===== config.mk =====
export PLATFORM = sky130hd
export DESIGN_NAME = dtc_timer
export DESIGN_NICKNAME = d
export VERILOG_FILES = /design/src/dtc_pkg.sv /design/src/dtc_timer.sv
export VERILOG_INCLUDE_DIRS = /design/src
export SDC_FILE = /design/constraint.sdc
export NUM_CORES = 1
export LEC_CHECK = 0
export ABC_AREA = 0
export BUFFER_PORTS_ARGS = -buffer_cell sky130_fd_sc_hd__clkbuf_2
export CAP_MARGIN = 20
export CORE_MARGIN = 2
export CORE_UTILIZATION = 56
export DETAILED_ROUTE_END_ITERATION = 16
export PLACE_DENSITY = 0.77
export SYNTH_ARGS = -nofsm -noshare
export SYNTH_HDL_FRONTEND = slang
export SYNTH_SLANG_ARGS = --single-unit
export TNS_END_PERCENT = 10

===== constraint.sdc =====
create_clock -name ref_clk -period 2.6 [get_ports ref_clk]
set_input_delay 0.39 -clock ref_clk [delete_from_list [all_inputs] [get_ports ref_clk]]
set_output_delay 0.39 -clock ref_clk [all_outputs]
set_load 0.01 [all_outputs]

===== src/dtc_cfg.svh =====
// register offsets, field positions, reset values and timing counts
`ifndef DTC_CFG_SVH
`define DTC_CFG_SVH
`define DTC_ADDR_W        4
`define DTC_OFF_CTRL0     4'h0
`define DTC_OFF_MATCH0    4'h1
`define DTC_OFF_DUTY0     4'h2
`define DTC_OFF_STAT0     4'h3
`define DTC_OFF_CTRL1     4'h4
`define DTC_OFF_MATCH1    4'h5
`define DTC_OFF_DUTY1     4'h6
`define DTC_OFF_STAT1     4'h7
`define DTC_OFF_PRESC     4'h8
`define DTC_BIT_MODE_LO   0
`define DTC_BIT_MODE_HI   2
`define DTC_BIT_RUN       3
`define DTC_BIT_TAP_LO    4
`define DTC_BIT_TAP_HI    6
`define DTC_BIT_FF_INIT   7
`define DTC_CTRL_RESET    8'h00
`define DTC_MATCH_RESET   8'hff
`define DTC_DUTY_RESET    8'h80
`define DTC_TAP_SH0       11
`define DTC_TAP_SH1       7
`define DTC_TAP_SH2       5
`define DTC_TAP_SH3       3
`define DTC_TAP_EVENT     3'h7
`define DTC_PRESC_W       13
`endif


===== src/dtc_pkg.sv =====
// types shared by the dual timer/counter
package dtc_pkg;
  typedef enum logic [2:0] {
    DTC_MODE_TIMER = 3'h0,
    DTC_MODE_DIV   = 3'h1,
    DTC_MODE_PWM   = 3'h2
  } dtc_mode_t;

  typedef struct packed {
    logic [7:0] ctrl;
    logic [7:0] match;
    logic [7:0] duty_buf;
    logic [7:0] duty_act;
    logic [7:0] count;
    logic       ff;
    logic       ev_prev;
    logic       tick_prev;
    logic       irq;
  } dtc_chan_t;
endpackage : dtc_pkg


===== src/dtc_timer.sv =====
// two 8-bit timer/event counters with divider and modulation outputs
//
// Contract
// - each counter runs timer, event, divider or modulation mode alone
// - mode field 000 timer/event, 001 divider, 010 modulation
// - timer counts tap ticks; on match interrupt, clear, keep counting
// - compare value written takes effect at once, no buffer
// - event mode counts falling edges; match interrupts and clears
// - divider mode toggles flip-flop on match, clears, interrupts
// - divider pin drives inverse of output flip-flop
// - flip-flop clears on reset; software loads it via init bit
// - stopped output holds; init bit changes only after the stop
// - control bit 3 runs, bit 7 is flip-flop init
// - modulation toggles on duty match and again on overflow
// - modulation pin drives inverse of output flip-flop
// - duty is double-buffered; loads at overflow, or at once stopped
// - duty reads return the buffered written value
// - taps are clock over 2^11,2^7,2^5,2^3, doubled when halving
`timescale 1ns/1ns
`include "dtc_cfg.svh"
module dtc_timer #(
  parameter int CHANNELS = 2
) (
  input  wire logic                     ref_clk,
  input  wire logic                     reset_n,
  input  wire logic [`DTC_ADDR_W-1:0]   reg_addr,
  input  wire logic [7:0]               reg_wdata,
  input  wire logic                     reg_write,
  input  wire logic                     reg_read,
  output logic      [7:0]               reg_rdata,
  input  wire logic [CHANNELS-1:0]      event_input_pin,
  output logic      [CHANNELS-1:0]      divider_out_pin,
  output logic      [CHANNELS-1:0]      duty_out_pin,
  output logic      [CHANNELS-1:0]      match_interrupt
);
  import dtc_pkg::*;

  initial
  begin
    if (CHANNELS != 2)
      $error("dtc_timer serves exactly two channels");
  end

  typedef struct packed {
    dtc_chan_t [1:0]         ch;
    logic [`DTC_PRESC_W-1:0] presc;
    logic                    halve;
    logic [7:0]              rdata;
  } dtc_state_t;

  dtc_state_t state_q;
  dtc_state_t state_d;

  // tap bit of the free-running prescaler; its rising edge is one tick
  function automatic logic tap_level(input logic [2:0] sel,
                                     input logic [`DTC_PRESC_W-1:0] p,
                                     input logic halve);
    logic [3:0] sh;
    sh = 4'h0;
    case (sel[1:0])
      2'h0: sh = 4'(`DTC_TAP_SH0);
      2'h1: sh = 4'(`DTC_TAP_SH1);
      2'h2: sh = 4'(`DTC_TAP_SH2);
      default: sh = 4'(`DTC_TAP_SH3);
    endcase
    sh = sh + {3'h0, halve} - 4'h1;
    return p[sh];
  endfunction : tap_level

  function automatic logic [7:0] read_chan(input dtc_chan_t c,
                                           input logic [1:0] idx);
    logic [7:0] v;
    v = 8'h00;
    case (idx)
      2'h0: v = c.ctrl;
      2'h1: v = c.match;
      2'h2: v = c.duty_buf;
      default: v = {6'h00, c.irq, c.ff};
    endcase
    return v;
  endfunction : read_chan

  always_comb
  begin
    logic       sel_ch;
    logic       tick;
    logic       ev;
    logic [7:0] wd;
    dtc_chan_t  c;
    sel_ch = 1'b0;
    tick   = 1'b0;
    ev     = 1'b0;
    wd     = reg_wdata;
    c      = '0;
    state_d = state_q;
    state_d.presc = state_q.presc + `DTC_PRESC_W'(1);
    sel_ch = reg_addr[2];
    for (int i = 0; i < 2; i++)
    begin
      c = state_q.ch[i];
      c.irq = 1'b0;
      ev = event_input_pin[i];
      c.ev_prev = ev;
      c.tick_prev = tap_level(c.ctrl[`DTC_BIT_TAP_HI:`DTC_BIT_TAP_LO],
                              state_q.presc, state_q.halve);
      if (c.ctrl[`DTC_BIT_TAP_HI:`DTC_BIT_TAP_LO] == `DTC_TAP_EVENT)
        tick = state_q.ch[i].ev_prev && !ev;
      else
        tick = c.tick_prev && !state_q.ch[i].tick_prev;
      if (c.ctrl[`DTC_BIT_RUN] && tick)
      begin
        case (dtc_mode_t'(c.ctrl[`DTC_BIT_MODE_HI:`DTC_BIT_MODE_LO]))
          DTC_MODE_PWM:
          begin
            if (c.count == 8'hff)
            begin
              c.count = 8'h00;
              c.ff = ~c.ff;
              c.irq = 1'b1;
              c.duty_act = c.duty_buf;
            end
            else
            begin
              c.count = c.count + 8'h01;
              if (c.count == c.duty_act)
                c.ff = ~c.ff;
            end
          end
          DTC_MODE_TIMER, DTC_MODE_DIV:
          begin
            c.count = c.count + 8'h01;
            if (c.count == c.match)
            begin
              c.count = 8'h00;
              c.irq = 1'b1;
              if (c.ctrl[`DTC_BIT_MODE_LO])
                c.ff = ~c.ff;
            end
          end
          default: c.count = c.count;
        endcase
      end
      if (!c.ctrl[`DTC_BIT_RUN])
        c.count = 8'h00;
      if (reg_write && sel_ch == i[0] && !reg_addr[3])
      begin
        if (reg_addr[1:0] == 2'h0)
        begin
          // init bit loads the flip-flop only from a stopped write
          if (!state_q.ch[i].ctrl[`DTC_BIT_RUN] && !wd[`DTC_BIT_RUN])
            c.ff = wd[`DTC_BIT_FF_INIT];
          c.ctrl = wd;
        end
        else if (reg_addr[1:0] == 2'h1)
          c.match = wd;
        else if (reg_addr[1:0] == 2'h2)
        begin
          c.duty_buf = wd;
          if (!c.ctrl[`DTC_BIT_RUN])
            c.duty_act = wd;
        end
      end
      state_d.ch[i] = c;
    end
    if (reg_write && reg_addr == `DTC_OFF_PRESC)
      state_d.halve = wd[0];
    state_d.rdata = 8'h00;
    if (reg_read)
    begin
      if (!reg_addr[3])
        state_d.rdata = read_chan(state_q.ch[sel_ch], reg_addr[1:0]);
      else if (reg_addr == `DTC_OFF_PRESC)
        state_d.rdata = {7'h00, state_q.halve};
      else
        state_d.rdata = 8'h00;
    end
  end

  always_ff @(posedge ref_clk or negedge reset_n)
  begin
    if (!reset_n)
    begin
      state_q <= '0;
      for (int i = 0; i < 2; i++)
      begin
        state_q.ch[i].ctrl     <= `DTC_CTRL_RESET;
        state_q.ch[i].match    <= `DTC_MATCH_RESET;
        state_q.ch[i].duty_buf <= `DTC_DUTY_RESET;
        state_q.ch[i].duty_act <= `DTC_DUTY_RESET;
        state_q.ch[i].ev_prev  <= 1'b1;
      end
    end
    else
      state_q <= state_d;
  end

  // both waveform pins show the inverted flip-flop; stopped they hold
  always_comb
  begin
    for (int i = 0; i < 2; i++)
    begin
      divider_out_pin[i] = ~state_q.ch[i].ff;
      duty_out_pin[i]    = ~state_q.ch[i].ff;
      match_interrupt[i] = state_q.ch[i].irq;
    end
  end

  assign reg_rdata = state_q.rdata;
endmodule : dtc_timer


==> flow_summary.yaml <==
global_routing:
  grt_pass1_vias: 4918
  grt_max_degree: 45
  grt_pass1_wl_um: 25800
  grt.overflow.total: 0
  grt.total_usage_pct: 26.1
  antenna_found_initial: 1
timing:
  skew_ps: 12.4
  rsz0062_at_grt: "yes"
  report.final.slew_viol_count: 0
  tightestPinTransition_ps: 599
  min_period_over_period_pct: 99.9
  fmax_mhz: 385
  finalSetupViolations: 0
  period_needed_ps: 2600
  hold_viol_final: 0
  slew_headroom_pct: 59.6
placement:
  finalWeightedCongestion: 0.905
  post-dp-hpwl_um: 11500
  io_buffer_count: 31
  dp_cells: 770
  place_area_um2: 6910
clock_network:
  cts_tree: "built"
  clock_latency_ps: 360
  cts_hold_buf: 0
  htree_levels: 3
  path_clk_slew_ps: 70
  cts-root-buf: "clkbuf_16"
  cts_buffers: 9
  clk_path_buf_depth: 2
  cts.sinks: 110
hold_path:
  hold_path.class: "in2async"
routing:
  viasPerCell: 6.21
  dr.pass1.iters: 5
  route.detailed.drc: 0
  via_count: 4908
  drt-total-wl_um: 16200
  drtIter0Drc: 392
  avgRoutedWirePerCell_um: 20.5
  ant_nets: 0
synthesis:
  ys_async_sr_fraction_pct: 100
  synth_nets: 630
  synthCells: 603
  synth_edf_count: 0
  ys_seq_elements: 110
  ys_seq_area_share_pct: 42.6
  syn_avg_cell_area_um2: 10.8
  syn_area_um2: 6530
  yosys_warnings: 0
  synth_ff_type: "dfrtp_1"
  yosysUniqueCellTypes: 79
final_layout:
  finalCoreUtilization_pct: 64.8
  multi_input_area_um2: 3560
  fin_cells: 790
  final_cell_area_um2: 7400
  num-fill-cells: 882
  area_growth_pct: 13.4
  nets: 668
  layout_commonest_cell: "dfrtp_1"
  drive_gt1_share_pct: 34.8
  most-common-layout-cells: "dfrtp_1 (87), mux2_2 (55), buf_4 (39)"
  register_area_um2: 2780
floorplan:
  io-pin-count: 32
  die_h_um: 112
  die_x_um: 112
  start_util_pct: 57.2
  die_area_um2: 12500
  num_rows: 39
  coreArea_um2: 11400
run:
  max_cap_violations: 0
setup_path:
  crit_arrival_ps: 2840
  critical_path_class: "reg2reg"
  worstPathMaxFanout: 6
  required_ps: 2840
  cp-end-kind: "register"
  cp-start-kind: "register"
run_status:
  run_status: "finished, final reports clean"
power:
  vdd_ir_drop_max_v: 0.000690
  power.leakage_nw: 3.26
  powerDensity_nw_per_um2: 693
==> critical path, stage by stage, from the launching register on <==
cell and delay (ps):
dfrtp_1 400, ha_2 250, nand3_1 110, or2_2 350, xnor2_1 150, a2111oi_2 400
nand3_2 200, and4_1 310, a221o_1 320
==> per-stage QoR <==
step	power [mW]	setup WS [ps]	setup TNS [ps]	hold slack [ps]
after floorplan	3.18	-16.9	-16.9	94.4
after global placement	3.54	-63.3	-570	425
after detailed placement	3.59	-203	-2140	432
after CTS	5.05	-35.2	-35.2	42.5
after global routing	5.36	-122	-1100	74.6
final	5.13	1.43	0	21.1
==> flip-flops by register name, summed over array words and instances, names as in the netlist <==
signal and flops:
match_interrupt 2, reg_rdata 8, state_q 100
==> Yosys cell counts, types with 6 or more instances <==
cell type   n  area [µm²]
buf_1       7        26.3
ha_1        9         113
nor3_1     10        50.1
a21oi_1    22         110
xnor2_1    29         254
xor2_1     16         140
inv_1      20        75.1
and3_1      6        37.5
nand2_1    31         116
dfrtp_1    88        2200
nor4_1      7        43.8
mux2i_1    37         370
clkbuf_1   18        67.6
mux2_2     55         619
nand3_1    14        70.1
mux4_2      7         158
nor2b_1    11        68.8
a211oi_1   15         113
buf_4      13        97.6
nor2_1     38         143
o21ai_0    19        95.1
dfstp_2    22         578
==> timing repair <==
action	CTS	global route
gates resized for setup	8	30
setup endpoints to repair	25	33
pin swaps	2	7
setup buffers	0	4
hold endpoints to repair	0	0
==> cells by family (layout without fill, tap and decap cells) <==
| logic type | after synthesis | count (layout) | share of synthesized area (%) |
|---|---|---|---|
| buffers and inverters | 65 | 108 | 5.27 |
| and+or+nand+nor | 166 | 166 | 14.2 |
| xor gates and xnor gates | 46 | 46 | 6.38 |
| AOI/OAI and AO/OA | 107 | 107 | 11.9 |
| other | 0 | 1 | 0 |
| DFF | 110 | 110 | 42.6 |
| muxes | 100 | 100 | 18.0 |
| adders and majority gates | 9 | 9 | 1.73 |
==> worst paths after layout <==
| kind | start | end | slack, ps | depth (start not counted) |
|---|---|---|---|---|
| worst max-delay path | state_q[70] | state_q[72] | 1 | 8 |
| worst min-delay path | reset_n | state_q[27] | 20 | 1 |
| worst max register to register | state_q[70] | state_q[72] | 1 | 8 |
| worst min register to register | state_q[20] | state_q[20] | 530 | 1 |
| max in group asynchronous | reset_n | state_q[85] | 1780 | 2 |
| min in group ref_clk | event_input_pin[0] | state_q[24] | 130 | 1 |
==> layout make-up <==
class	instances	area share (%)
multi-input combinational	428	48.1
tap	143	2.42
sequential	110	37.6
timing repair buffer	72	6.68
clock buffer	9	3.04
antenna	1	0.0338
clock inverter	7	1.08
inverter	20	1.01
==> metal layers <==
metal | GRT usage (%) | up-vias | share of wire (%)
li1 | - | 2255 | -
met1 | 37.1 | 2473 | 44
met2 | 40.9 | 150 | 47
met3 | 6.04 | 30 | 6.1
met4 | 6.99 | 0 | 2.0
met5 | 0 | - | 0
==> power breakdown <==
group / switching [mW] / total [mW] / leakage, nW / internal (mW)
sequential: 0.336 / 2.37 / 1.35 / 2.04
clock: 0.666 / 1.43 / 0.148 / 0.759
combinational: 0.653 / 1.33 / 1.76 / 0.679
total: 1.66 / 5.13 / 3.26 / 3.48
Power figures use the tool's default switching activity.
